===== src/hw/clb_defines.svh =====
// constants for the counted loop branch unit
`ifndef CLB_DEFINES_SVH
`define CLB_DEFINES_SVH

// opcodes of the three counted loop forms
`define CLB_OP_LOOP       8'he2
`define CLB_OP_LOOP_EQ    8'he1
`define CLB_OP_LOOP_NE    8'he0

// cycle figures per outcome, first of each pair is the taken case
`define CLB_CYC_PLAIN_TK  4'h2
`define CLB_CYC_PLAIN_NT  4'h6
`define CLB_CYC_COND_TK   4'h9
`define CLB_CYC_COND_NT   4'h6
`define CLB_CYC_BAD       4'h1

// general protection error code and fetch size after a branch
`define CLB_GP_CODE       16'h0000
`define CLB_FETCH_BYTES   16
`define CLB_FETCH_LEN_W   5

// legal displacement span around the loop instruction
`define CLB_DISP_BACK     128
`define CLB_DISP_FWD      127

`endif


===== src/hw/clb_pkg.sv =====
// types shared by the counted loop branch unit
`include "clb_defines.svh"

package clb_pkg;

  // decoded loop form
  typedef enum logic [1:0] {
    CLB_K_PLAIN = 2'h0,
    CLB_K_EQ    = 2'h1,
    CLB_K_NE    = 2'h2,
    CLB_K_BAD   = 2'h3
  } clb_kind_t;

  // sequencer states, gray along idle, exec, fetch
  typedef enum logic [1:0] {
    CLB_S_IDLE  = 2'h0,
    CLB_S_EXEC  = 2'h1,
    CLB_S_FETCH = 2'h3
  } clb_state_t;

  // one issued loop instruction with its operands
  typedef struct packed {
    logic [7:0]  opcode;
    logic [7:0]  short_displacement;
    logic        addr16;
    logic        op16;
    logic        prot_mode;
    logic        zero_flag;
    logic [31:0] count;
    logic [31:0] instr_pointer;
    logic [31:0] cs_limit;
  } clb_req_t;

  // outcome of one loop instruction
  typedef struct packed {
    logic        bad_op;
    logic        taken;
    logic        gp_fault;
    logic [15:0] err_code;
    logic [31:0] count_new;
    logic [31:0] instr_pointer;
  } clb_res_t;

  // code fetch request after a taken branch
  typedef struct packed {
    logic [31:0]                 addr;
    logic [`CLB_FETCH_LEN_W-1:0] len;
  } clb_fetch_t;

endpackage


===== src/hw/clb_cond_eval.sv =====
// decode, count update and branch condition of one loop instruction
`include "clb_defines.svh"

module clb_cond_eval (
  input  clb_pkg::clb_req_t  i_req,
  output clb_pkg::clb_kind_t o_kind,
  output clb_pkg::clb_res_t  o_res,
  output logic [3:0]         o_cycles
);
  import clb_pkg::*;

  logic [31:0] selected_counter;
  logic [31:0] disp_wide;
  logic [31:0] target;
  logic        cnt_nonzero;
  logic        take_branch;
  logic        gp;

  always_comb begin
    case (i_req.opcode)
      `CLB_OP_LOOP:    o_kind = CLB_K_PLAIN;
      `CLB_OP_LOOP_EQ: o_kind = CLB_K_EQ;
      `CLB_OP_LOOP_NE: o_kind = CLB_K_NE;
      default:         o_kind = CLB_K_BAD;
    endcase
  end

  // counter, condition, target and fault check
  always_comb begin
    disp_wide = {{24{i_req.short_displacement[7]}},
                 i_req.short_displacement};
    if (i_req.addr16) begin
      selected_counter = {i_req.count[31:16],
                          i_req.count[15:0] - 16'h0001};
      cnt_nonzero      = |selected_counter[15:0];
    end else begin
      selected_counter = i_req.count - 32'h0000_0001;
      cnt_nonzero      = |selected_counter;
    end
    case (o_kind)
      CLB_K_PLAIN: take_branch = cnt_nonzero;
      CLB_K_EQ:    take_branch = cnt_nonzero & i_req.zero_flag;
      CLB_K_NE:    take_branch = cnt_nonzero & ~i_req.zero_flag;
      default:     take_branch = 1'b0;
    endcase
    // narrow pointer keeps its upper half
    if (i_req.op16) begin
      target = {i_req.instr_pointer[31:16],
                i_req.instr_pointer[15:0] + disp_wide[15:0]};
    end else begin
      target = i_req.instr_pointer + disp_wide;
    end
    // limit check only in protected mode
    gp = take_branch & i_req.prot_mode & (target > i_req.cs_limit);
    o_res.bad_op   = (o_kind == CLB_K_BAD);
    o_res.taken    = take_branch & ~gp;
    o_res.gp_fault = gp;
    o_res.err_code = `CLB_GP_CODE;
    // a fault or an unknown opcode leaves the count as it was
    o_res.count_new = (gp | o_res.bad_op) ? i_req.count
                                          : selected_counter;
    // not taken stays on the sequential pointer
    o_res.instr_pointer = o_res.taken ? target : i_req.instr_pointer;
    // cycle figure per form and outcome
    case (o_kind)
      CLB_K_PLAIN: o_cycles = take_branch ? `CLB_CYC_PLAIN_TK
                                          : `CLB_CYC_PLAIN_NT;
      CLB_K_EQ,
      CLB_K_NE:    o_cycles = take_branch ? `CLB_CYC_COND_TK
                                          : `CLB_CYC_COND_NT;
      default:     o_cycles = `CLB_CYC_BAD;
    endcase
  end

endmodule


===== src/hw/clb_loop_unit.sv =====
// counted loop branch execution unit with timing and fetch request
`include "clb_defines.svh"

module clb_loop_unit #(
  parameter int FETCH_BYTES = `CLB_FETCH_BYTES
) (
  input  wire logic          I_SYS_CLK,
  input  wire logic          I_RESETN,
  input  wire logic          I_ISSUE,
  input  clb_pkg::clb_req_t  I_REQ,
  input  wire logic          I_FETCH_ACK,
  output logic               O_BUSY,
  output logic               O_DONE,
  output clb_pkg::clb_res_t  O_RESULT,
  output logic [3:0]         O_CYCLES,
  output logic               O_FETCH_REQ,
  output clb_pkg::clb_fetch_t O_FETCH
);
  import clb_pkg::*;

  // the fetch length field and alignment mask need a power of two
  if (FETCH_BYTES < 2 || FETCH_BYTES >= (1 << `CLB_FETCH_LEN_W) ||
      (FETCH_BYTES & (FETCH_BYTES - 1)) != 0) begin : g_bad_fetch
    $error("fetch size must be a power of two from 2 to 16");
  end

  localparam logic [31:0] FETCH_MASK = ~(32'(FETCH_BYTES) - 32'h1);
  localparam logic [`CLB_FETCH_LEN_W-1:0] FETCH_LEN =
    `CLB_FETCH_LEN_W'(FETCH_BYTES);

  logic        rst_meta_q;
  logic        rst_sync_q;
  logic        rst_n;

  clb_state_t  state_q;
  clb_state_t  state_d;
  logic [3:0]  wait_q;
  logic [3:0]  wait_d;
  clb_res_t    hold_q;
  clb_res_t    hold_d;
  logic        busy_q;
  logic        busy_d;
  logic        done_q;
  logic        done_d;
  clb_res_t    res_q;
  clb_res_t    res_d;
  logic [3:0]  cycles_q;
  logic [3:0]  cycles_d;
  logic        fetch_req_q;
  logic        fetch_req_d;
  clb_fetch_t  fetch_q;
  clb_fetch_t  fetch_d;

  clb_kind_t   eval_kind;
  clb_res_t    eval_res;
  logic [3:0]  eval_cycles;
  logic        accept;

  // reset release through two flops, assertion stays asynchronous
  always_ff @(posedge I_SYS_CLK or negedge I_RESETN) begin
    if (!I_RESETN) begin
      rst_meta_q <= 1'b0;
      rst_sync_q <= 1'b0;
    end else begin
      rst_meta_q <= 1'b1;
      rst_sync_q <= rst_meta_q;
    end
  end
  assign rst_n = rst_sync_q;

  // operands are evaluated at issue so the result is ready early
  clb_cond_eval u_eval (
    .i_req    (I_REQ),
    .o_kind   (eval_kind),
    .o_res    (eval_res),
    .o_cycles (eval_cycles)
  );

  assign accept = (state_q == CLB_S_IDLE) && I_ISSUE;

  // sequencer next state and output values
  always_comb begin
    state_d     = state_q;
    wait_d      = wait_q;
    hold_d      = hold_q;
    done_d      = 1'b0;
    res_d       = res_q;
    cycles_d    = cycles_q;
    fetch_req_d = fetch_req_q;
    fetch_d     = fetch_q;
    case (state_q)
      CLB_S_IDLE: begin
        if (I_ISSUE) begin
          hold_d   = eval_res;
          cycles_d = eval_cycles;
          // hold busy for the documented figure
          wait_d   = eval_cycles - 4'h1;
          state_d  = CLB_S_EXEC;
        end
      end
      CLB_S_EXEC: begin
        if (wait_q == 4'h0) begin
          done_d = 1'b1;
          res_d  = hold_q;
          if (hold_q.taken) begin
            // line fetch at the new target
            fetch_req_d  = 1'b1;
            fetch_d.addr = hold_q.instr_pointer & FETCH_MASK;
            fetch_d.len  = FETCH_LEN;
            state_d      = CLB_S_FETCH;
          end else begin
            state_d = CLB_S_IDLE;
          end
        end else begin
          wait_d = wait_q - 4'h1;
        end
      end
      CLB_S_FETCH: begin
        // request stands until the fetch side takes it
        if (I_FETCH_ACK) begin
          fetch_req_d = 1'b0;
          state_d     = CLB_S_IDLE;
        end
      end
      default: begin
        state_d     = CLB_S_IDLE;
        fetch_req_d = 1'b0;
      end
    endcase
    busy_d = (state_d != CLB_S_IDLE);
  end

  // sequencer registers
  always_ff @(posedge I_SYS_CLK or negedge rst_n) begin
    if (!rst_n) begin
      state_q     <= CLB_S_IDLE;
      wait_q      <= 4'h0;
      hold_q      <= '0;
      busy_q      <= 1'b0;
      done_q      <= 1'b0;
      res_q       <= '0;
      cycles_q    <= 4'h0;
      fetch_req_q <= 1'b0;
      fetch_q     <= '0;
    end else begin
      state_q     <= state_d;
      wait_q      <= wait_d;
      hold_q      <= hold_d;
      busy_q      <= busy_d;
      done_q      <= done_d;
      res_q       <= res_d;
      cycles_q    <= cycles_d;
      fetch_req_q <= fetch_req_d;
      fetch_q     <= fetch_d;
    end
  end

  // all outputs straight from flops
  assign O_BUSY      = busy_q;
  assign O_DONE      = done_q;
  assign O_RESULT    = res_q;
  assign O_CYCLES    = cycles_q;
  assign O_FETCH_REQ = fetch_req_q;
  assign O_FETCH     = fetch_q;

  // checking helpers: captured request and cycles since issue
  clb_req_t    acc_q;
  logic [3:0]  lat_q;
  logic [15:0] nar_dec;
  logic [3:0]  exp_cyc;
  logic        acc_cond;

  always_ff @(posedge I_SYS_CLK or negedge rst_n) begin
    if (!rst_n) begin
      acc_q <= '0;
      lat_q <= 4'h0;
    end else begin
      if (accept) begin
        acc_q <= I_REQ;
      end
      // zero at the accepting edge, so it reads n when done stands
      if (accept) begin
        lat_q <= 4'h0;
      end else if (lat_q != 4'hf) begin
        lat_q <= lat_q + 4'h1;
      end
    end
  end

  // expected condition and figure from the captured operands
  always_comb begin
    nar_dec  = acc_q.count[15:0] - 16'h0001;
    acc_cond = acc_q.addr16 ? (nar_dec != 16'h0)
                            : (acc_q.count != 32'h1);
    case (acc_q.opcode)
      `CLB_OP_LOOP: begin
        exp_cyc = acc_cond ? `CLB_CYC_PLAIN_TK : `CLB_CYC_PLAIN_NT;
      end
      `CLB_OP_LOOP_EQ: begin
        acc_cond = acc_cond & acc_q.zero_flag;
        exp_cyc  = acc_cond ? `CLB_CYC_COND_TK : `CLB_CYC_COND_NT;
      end
      `CLB_OP_LOOP_NE: begin
        acc_cond = acc_cond & ~acc_q.zero_flag;
        exp_cyc  = acc_cond ? `CLB_CYC_COND_TK : `CLB_CYC_COND_NT;
      end
      default: begin
        acc_cond = 1'b0;
        exp_cyc  = `CLB_CYC_BAD;
      end
    endcase
  end
endmodule


===== config.mk =====
export PLATFORM = sky130hd
export DESIGN_NAME = clb_loop_unit
export DESIGN_NICKNAME = d
export VERILOG_FILES = /design/src/hw/clb_pkg.sv /design/src/hw/clb_cond_eval.sv /design/src/hw/clb_loop_unit.sv
export VERILOG_INCLUDE_DIRS = /design/src /design/src/hw
export SDC_FILE = /design/constraint.sdc
export NUM_CORES = 1
export LEC_CHECK = 0
export ABC_AREA = 1
export BUFFER_PORTS_ARGS = -buffer_cell sky130_fd_sc_hd__buf_2
export CAP_MARGIN = 20
export CORE_MARGIN = 3
export CORE_UTILIZATION = 50
export CTS_BUF_LIST = sky130_fd_sc_hd__clkbuf_8
export DETAILED_ROUTE_END_ITERATION = 7
export PLACE_DENSITY_LB_ADDON = 0.25
export SLEW_MARGIN = 30
export SYNTH_ARGS = -nofsm -noshare
export SYNTH_HDL_FRONTEND = slang
export SYNTH_SLANG_ARGS = --single-unit

===== constraint.sdc =====
create_clock -name I_SYS_CLK -period 5.95 [get_ports I_SYS_CLK]
set_input_delay 0.2975 -clock I_SYS_CLK [delete_from_list [all_inputs] [get_ports I_SYS_CLK]]
set_output_delay 0.2975 -clock I_SYS_CLK [all_outputs]
set_load 0.005 [all_outputs]

==> results of run 1 <==
-- flip-flops by register name (all words and copies together) (netlist names) --
register and cells:
O_RESULT 67, hold_q 67, O_FETCH 29, O_CYCLES 4, wait_q 4, state_q 2
O_BUSY 1, O_DONE 1, O_FETCH_REQ 1, rst_meta_q 1, rst_n 1
-- power groups by stage --
stage	Clock (mW)	Sequential [mW]	Combinational, mW
5_1_grt	0.952	2.07	2.04
6_report	0.882	2.01	1.79
4_1_cts	0.898	2.00	1.79
3_3_place_gp	0	2.01	1.74
3_5_place_dp	0	2.02	1.79
2_1_floorplan	0	1.98	1.09
-- kinds of logic after synthesis --
kind of cell / count (synthesis)
AOI/OAI and AO/OA: 248
other: 2
buffers and inverters: 220
and+or+nand+nor: 748
muxes: 39
xor gates and xnor gates: 32
DFF: 178
adders and majority gates: 69
-- synth_stat cells, drive strengths merged --
cell type | instances | share of area (%)
fa | 1 | 0.17
clkinv | 1 | 0.033
a21o | 6 | 0.39
xnor2 | 4 | 0.31
or2 | 7 | 0.38
inv | 149 | 4.9
nand4 | 20 | 1.1
dfrtp | 178 | 39
a211oi | 2 | 0.13
conb | 2 | 0.066
o21ai | 147 | 6.4
mux2 | 39 | 3.8
nor4 | 3 | 0.16
o211ai | 19 | 1.2
a2111oi | 1 | 0.076
o221ai | 3 | 0.23
a31oi | 8 | 0.44
nor2 | 126 | 4.5
a21oi | 53 | 2.3
nand3 | 63 | 2.8
clkbuf | 30 | 0.98
and2 | 1 | 0.055
nand3b | 2 | 0.13
xor2 | 28 | 2.1
and3 | 1 | 0.055
nor3b | 3 | 0.20
nor3 | 5 | 0.22
o31ai | 1 | 0.19
a221oi | 4 | 0.31
ha | 68 | 7.4
nand2 | 517 | 17
buf | 40 | 2.6
o21bai | 4 | 0.26
-- how the worst max path moves through the flow --
| stage | start | end | slack (ns) | depth (start not counted) |
|---|---|---|---|---|
| 6_report | I_REQ[107] | hold_q[29] | 1.29 | 23 |
| 3_3_place_gp | I_REQ[32] | hold_q[0] | 0.91 | 29 |
| 2_1_floorplan | rst_n | O_BUSY | 0.62 | 0 |
| 3_5_place_dp | I_REQ[32] | hold_q[29] | 0.82 | 27 |
| 5_1_grt | I_REQ[32] | hold_q[25] | 0.61 | 29 |
| 4_1_cts | I_REQ[32] | hold_q[29] | 1.34 | 27 |
-- metrics by stage --
stage | instances | instance area (sq um) | hold slack (ns) | util (%)
finish | 2033 | 13100 | 0.0590 | 59.3
global route | 2033 | 13100 | 0.0491 | 59.3
CTS | 2032 | 13100 | 0.0318 | 59.2
detailed placement | 1999 | 12700 | 0.0842 | 57.2
global placement | 1999 | 12700 | 0.0837 | 57.2
floorplan | 1559 | 11500 | 0.00191 | -
-- area by class of cell --
| type | instances | area [sq um] |
|---|---|---|
| fill | 2119 | 9020 |
| multi-input combinational | 1161 | 6130 |
| sequential | 178 | 4460 |
| timing repair buffer | 232 | 1210 |
| inverter | 150 | 563 |
| tap | 280 | 350 |
| clock buffer | 17 | 234 |
| clock inverter | 15 | 190 |
-- metal layers --
layer / wire length [microns] / vias up / track usage, %
li1: - / 5351 / -
met1: 16300 / 5084 / 41.9
met2: 14800 / 385 / 41.0
met3: 2110 / 50 / 4.01
met4: 758 / 2 / 7.69
met5: 9 / - / 0
-- worst max-delay path: cells and delay by family --
kind                     cells  cell delay [ns]
adder cells (fa/ha/maj)      2             0.72
buffers and inverters        3             0.78
AND/OR/NAND/NOR             12             1.73
AO/OA/AOI/OAI                6             1.50
-- what timing repair did --
item / CTS / global route
hold buffers: 1 / 0
setup endpoints to repair: 0 / 0
endpoints found under the hold margin: 2 / 0
gates resized for setup: 0 / 0
==> impl_results.md, run 1 <==
- R2R depth: 7
- Most common cell after layout, fill and taps aside: nand2_1
- Worst r2r src: state_q[1]
- Max Slew Vio Count: 0
- Fraction of the cycle the final worst path needs: 78.3%
- Max Cap Viol: 0
- Hold Vio Cnt, Final: 0
- XOR/XNOR Fraction of Synth Area: about 2.4%
- Reg clk slew, reported paths: about 0.11 ns
- Initial DRC count: between 700 and 800
- # IOs: approximately 250
- WHS Endpoint: hold_q[2]
- Yosys warns: 0
- GP Congestion: ~0.97
- Total CTS buffers: 17
- Power share of the sequential group: 42.8%
- Crit path kind: in -> reg
- Critical Path RT: around 6.3 ns
- Wirelength, routed: 34,000 microns
- Clock latency on the worst-skew pair: about 0.48 ns
- Total number of vias: roughly 11,000
- Sequential fraction of the synthesis area: between 30% and 40%
- Achievable Freq: 215 MHz
- Layout Nets: approximately 1,900
- Setup TNS: 0 ns
- Synth Cell Area: around 11,000 sq um
- Leak pwr: ~7.1 nW
- Total Power: approximately 4.7 mW
- #FFs+latches synth: 178
- Max stage delay cell, worst path: a2111oi_0
- Setup bufs post-CTS: 0
- Slew Limit Headroom: 40.4%
- Largest net degree at the start of global routing: between 70 and 80
- FP Rows: 54
- Initial Utilization: around half
- Core Area: ~22,000 sq um
- Vias in the first global route: 10,100
- Most frequent cells in the layout: nand2_1, buf_2, dfrtp_1
- GR Overflow Total: 0
- Crit. End Element: register
- Layout Skew: between 0.015 and 0.02 ns
- CTS tree: done
- DR WL/cell: 16.7 microns
- Gate power share: 38.3%
- Arr. time, crit path: 5.05 ns
- Syn Inst Count: around 1,500
- Die Y: between 150 and 200 microns
- Synthesized area per cell: approximately 7.5 sq um
- RSZ-0062 raised after global routing: false
- Antenna-violating nets left: 0
- Overall Global Routing Usage: between 20 and 30%
- Ant. Diodes: 0
- Pre-antenna DRT Iters: 5
- Clock power share: 18.8%
- Cell-internal power: 2.83 mW
- DPL Wire Length: between 20,000 and 30,000 microns
- Switch Pwr: 1.86 mW
- Crit-path max FO: 25
- Adder-Cell Fraction of Synth Area: under 10%
- Final worst slack: 1.29 ns
- Cell mode on critical path: nand2_1
- Mux contribution to synthesized area: 3.83%
- CP cell instances: buf_2, ha_1, a21oi_1, o21ai_0, a21oi_1, nor2_1, a2111oi_0, nand2_1, nand2_1, nand3_1, o21ai_0, inv_1, ha_1, nand2_1, nor3b_1, and3_1, nor3b_1, nand2_1, nand3_1, nand2_1, nor2_4, inv_2, o211ai_1
- First-pass GRT wire length: around 54,000 microns
- Bufs on Longest Clock Path: 2
- Layout cells sized above 1: between 10% and 20%
- R2r setup slk: about 3.4 ns
- HP Start: I_REQ[34]
- Die extent in x: about 160 microns
- Min Tclk post-route: 4.66 ns
- Max IR drop VDD: between 0.0002 and 0.00025 V
- Vias per cell: between 5 and 6
- Area Overhead vs Synth: 14.7%
- Pwr dens: ~360 nW/um^2
- Net Sw Frac: approximately two fifths
- Simple-Gate Fraction of Synth Area: 26.7%
- H-tree Lvls: 4
- Place WS: ~0.82 ns
- Status: finished clean
- Worst hold path type: in -> reg
- Cell variety after synth: between 40 and 50
- CP max stage delay: around 0.45 ns
- Root Driver: clkbuf_8
- Number of port buffers: about 220
- Drt drc: 0
- Compound-Gate Fraction of Synth Area: a little under an eighth
- Clk sinks: 178
- DIE AREA: between 20,000 and 25,000 sq um
- Setup-failing EPs final: 0
- R2r endpoint: O_FETCH[14]
- Slew @ Worst Pin: 0.893 ns
- Worst setup SP type: input port
- Initial antenna violation count: 1
- Largest family of logic cells by synthesized area: simple AND/OR/NAND/NOR gates
- WHS Path Cells: 3
Note: power is estimated with default switching activity, not from simulation.
==> run 2, diff against run 1 <==
Settings changed: ABC_AREA 1 to 0.
Clock period 5.95 ns to 4.45 ns, I/O delays scaled along.
==> impl_results.md, run 2 <==
- Max stage delay cell, worst path: ha_1
- Most common cell after layout, fill and taps aside: nand2_1
- Synth top cells by count: nand2_1, dfrtp_1, o21ai_0
- Crit path kind: in -> reg
- Syn Inst Count: 1,236 (-20%)
- RSZ-0062 raised after global routing: true
- Gate power share: 37.4% (-0.9 points)
- FP Rows: 53 (-1.9%)
- Sequential fraction of the synthesis area: 40.6% (+1.8 points)
- Pre-antenna DRT Iters: 6 (+1)
- Switch Pwr: 2.26 mW (+22%)
- Wirelength, routed: 31,400 microns (-7.8%)
- Status: finished with violations
- DIE AREA: 23,700 sq um (-4.2%)
- R2r setup slk: 2.31 ns (-1.13 ns)
- Crit path max-delay family: compound AO/OA/AOI/OAI gates
- GR Overflow Total: 0 (unchanged)
- Failing checks: setup timing
- Power share of the sequential group: 43.7% (+0.9 points)
- Final Core Density: 67.6% (+8.3 points)
- Max IR drop VDD: 0.000211 V (+0.37%)
- Fraction of the cycle the final worst path needs: 108%
- Synth Cell Area: 11,000 sq um (-4.4%)
- Placed insts: 1,804 (-9.8%)
- Asr flop ratio synth: 100% (unchanged)
- Number of flops mapped to enable cells by yosys: 0 (unchanged)
- Total number of vias: 9,947 (-8.5%)
- Clock latency on the worst-skew pair: 0.47 ns (about the same)
- Most frequent cells in the layout: nand2_1, buf_2, dfrtp_1
- Yosys warns: 0 (unchanged)
- Layout Nets: 1,757 (-8.9%)
- Drt drc: 0 (unchanged)
- Worst hold path type: in -> reg
- Placed instance area: 13,200 sq um (+4.1%)
- WHS Path Cells: 3 (unchanged)
- Levels on crit path: 25 (+8.7%)
- Hold Vio Cnt, Final: 0 (unchanged)
- Arr. time, crit path: 5.15 ns (+0.10 ns)
- # IOs: 247 (unchanged)
- Finished Cell Area: 14,400 sq um (+9.5%)
- GP Congestion: 0.906 (-6.3%)
- Worst hold slack: 0.0281 ns (-0.0309 ns)
- Largest net degree at the start of global routing: 108 (+40%)
- Net Sw Frac: 37.2% (-2.5 points)
- DPL Wire Length: 21,900 microns (-17%)
- Initial antenna violation count: 1 (unchanged)
- Achievable Freq: 207 MHz
- Core Area: 21,300 sq um (-3.9%)
- Slew @ Worst Pin: 0.851 ns (-0.0418 ns)
- Setup-failing EPs final: 65 (+65)
- Antenna-violating nets left: 0 (unchanged)
- CP max stage delay: 0.39 ns (-0.06 ns)
- Synth top area share: 40.6% (+1.8 points)
- Place WS: -1.05 ns (-1.87 ns)
- Count of non-filler cells in the finished layout: 1,856 (-8.7%)
- Initial Utilization: 51.5% (-0.23 points)
- Worst r2r src: state_q[0]
- Max Cap Viol: 0 (unchanged)
- Crit path buffers/inverters: 3 (unchanged)
- Yosys top cell by area: dfrtp_1
- Min Tclk post-route: between 4 and 5 ns
- Bufs on Longest Clock Path: 2 (unchanged)
- First-pass GRT wire length: 49,600 microns (-8.0%)
- Die Y: 154 microns (-2.1%)
- Die extent in x: 154 microns (-2.1%)
- Area Overhead vs Synth: 31.3%
- Layout cells sized above 1: 33.8% (+15 points)
- Max Slew Vio Count: 0 (unchanged)
- Clk sinks: 178 (unchanged)
- Cell-internal power: 3.82 mW (+35%)
- Critical Path Sink: hold_q[48]
- Total CTS buffers: 17 (unchanged)
- Slew Limit Headroom: 43.2% (+2.8 points)
- Crit-path max FO: 9 (-64%)
- Synthesized area per cell: 8.87 sq um (+19%)
- Number of port buffers: 222 (unchanged)
- Root Driver: clkbuf_8
- Synth area leaders: dfrtp_1, nand2_1, ha_1
- Vias per cell: 5.36 (+0.22%)
- Fill count: 1,757 (-17%)
- Top-count cell post-synth: nand2_1
- Worst setup path startpoint: I_REQ[37]
- Initial DRC count: 656 (-18%)
- Reg clk slew, reported paths: 0.09 ns (-0.02 ns)
- Ys flop type: dfrtp_1
- Worst setup SP type: input port
- R2r endpoint: wait_q[2]
- Cell variety after synth: 73 (+62%)
- Vias in the first global route: 9,847 (-2.8%)
- Overall Global Routing Usage: 25.7% (-1.8 points)
- Final worst slack: -0.375 ns (-1.67 ns)
- CTS tree: done
- Pwr dens: 422 nW/um^2 (+18%)
- Layout Skew: 0.0185 ns (-0.000218 ns)
- Critical Path RT: 4.77 ns (-1.57 ns)
- Leak pwr: 7.22 nW (+2.1%)
- H-tree Lvls: 4 (unchanged)
- R2R depth: 7 (unchanged)
- Crit. End Element: register
- #FFs+latches synth: 178 (unchanged)
- DR WL/cell: 16.9 microns (+1.0%)
- Clock power share: 18.8% (about the same)
run 2: kinds of logic (layout without fill, tap and decap cells):
family                   after synthesis  in the layout  synth area share (%)
AO/OA/AOI/OAI                        235            235                  13.8
other                                  2             26                0.0685
XOR/XNOR                              56             56                  4.47
buffers and inverters                133            454                  5.80
flip-flops                           178            178                  40.6
AND/OR/NAND/NOR                      503            503                  21.4
adder cells (fa/ha/maj)               69             69                  7.95
multiplexers                          60             60                  5.83
run 2: final cells by class:
type / instances / area (sq um) / area share, %
Antenna cell: 1 / 2.50 / 0.0174
Clock inverter: 14 / 154 / 1.07
Sequential cell: 178 / 4460 / 31.0
Timing Repair Buffer: 363 / 2400 / 16.7
Tap cell: 275 / 344 / 2.39
Inverter: 60 / 228 / 1.58
Multi-Input combinational cell: 948 / 6570 / 45.6
Clock buffer: 17 / 234 / 1.63
run 2: power groups by stage:
| stage | Sequential, mW | Clock [mW] | Combinational (mW) |
|---|---|---|---|
| final | 2.66 | 1.14 | 2.27 |
| after global routing | 2.74 | 1.23 | 2.57 |
| after CTS | 2.67 | 1.17 | 2.21 |
| after detailed placement | 2.69 | 0 | 2.16 |
| after global placement | 2.67 | 0 | 2.08 |
| after floorplan | 2.66 | 0 | 1.22 |
run 2: worst min-delay path, delay by kind of cell:
kind	cells	cell delay, ns
compound gates	1	0.10
buf+inv	1	0.08
mux	1	0.05
run 2: layer usage:
layer	up-vias	GRT usage, %	wire length [microns]	part of all wire, %
met5	-	0	0	0
met2	290	43.0	15100	48
met3	56	3.86	1510	4.8
met4	0	9.34	814	2.6
li1	4868	-	-	-
met1	4733	34.2	13900	44
run 2: per-stage QoR:
step / TNS (ns) / total power [mW]
floorplan: -10.37 / 3.88
global placement: -59.90 / 4.75
detailed placement: -63.85 / 4.85
CTS: -9.02 / 6.05
global route: -28.96 / 6.54
finish: -15.68 / 6.07
run 2: worst min-delay path by stage:
stage | startpoint | end | slack [ns]
5_1_grt | I_REQ[32] | hold_q[0] | 0.01
3_5_place_dp | I_RESETN | rst_meta_q | 0.01
6_report | I_REQ[32] | hold_q[0] | 0.03
2_1_floorplan | I_RESETN | rst_meta_q | -0.07
3_3_place_gp | I_RESETN | rst_meta_q | 0.008
4_1_cts | I_REQ[32] | hold_q[0] | 0.004
run 2: timing repair:
item                                   CTS  global route
setup endpoints to repair               65            65
gates cloned                             3             2
hold buffers                             1             0
pin swaps                                8            32
resized for setup                       70            61
buffers inserted                        10             5
endpoints found under the hold margin    2             0
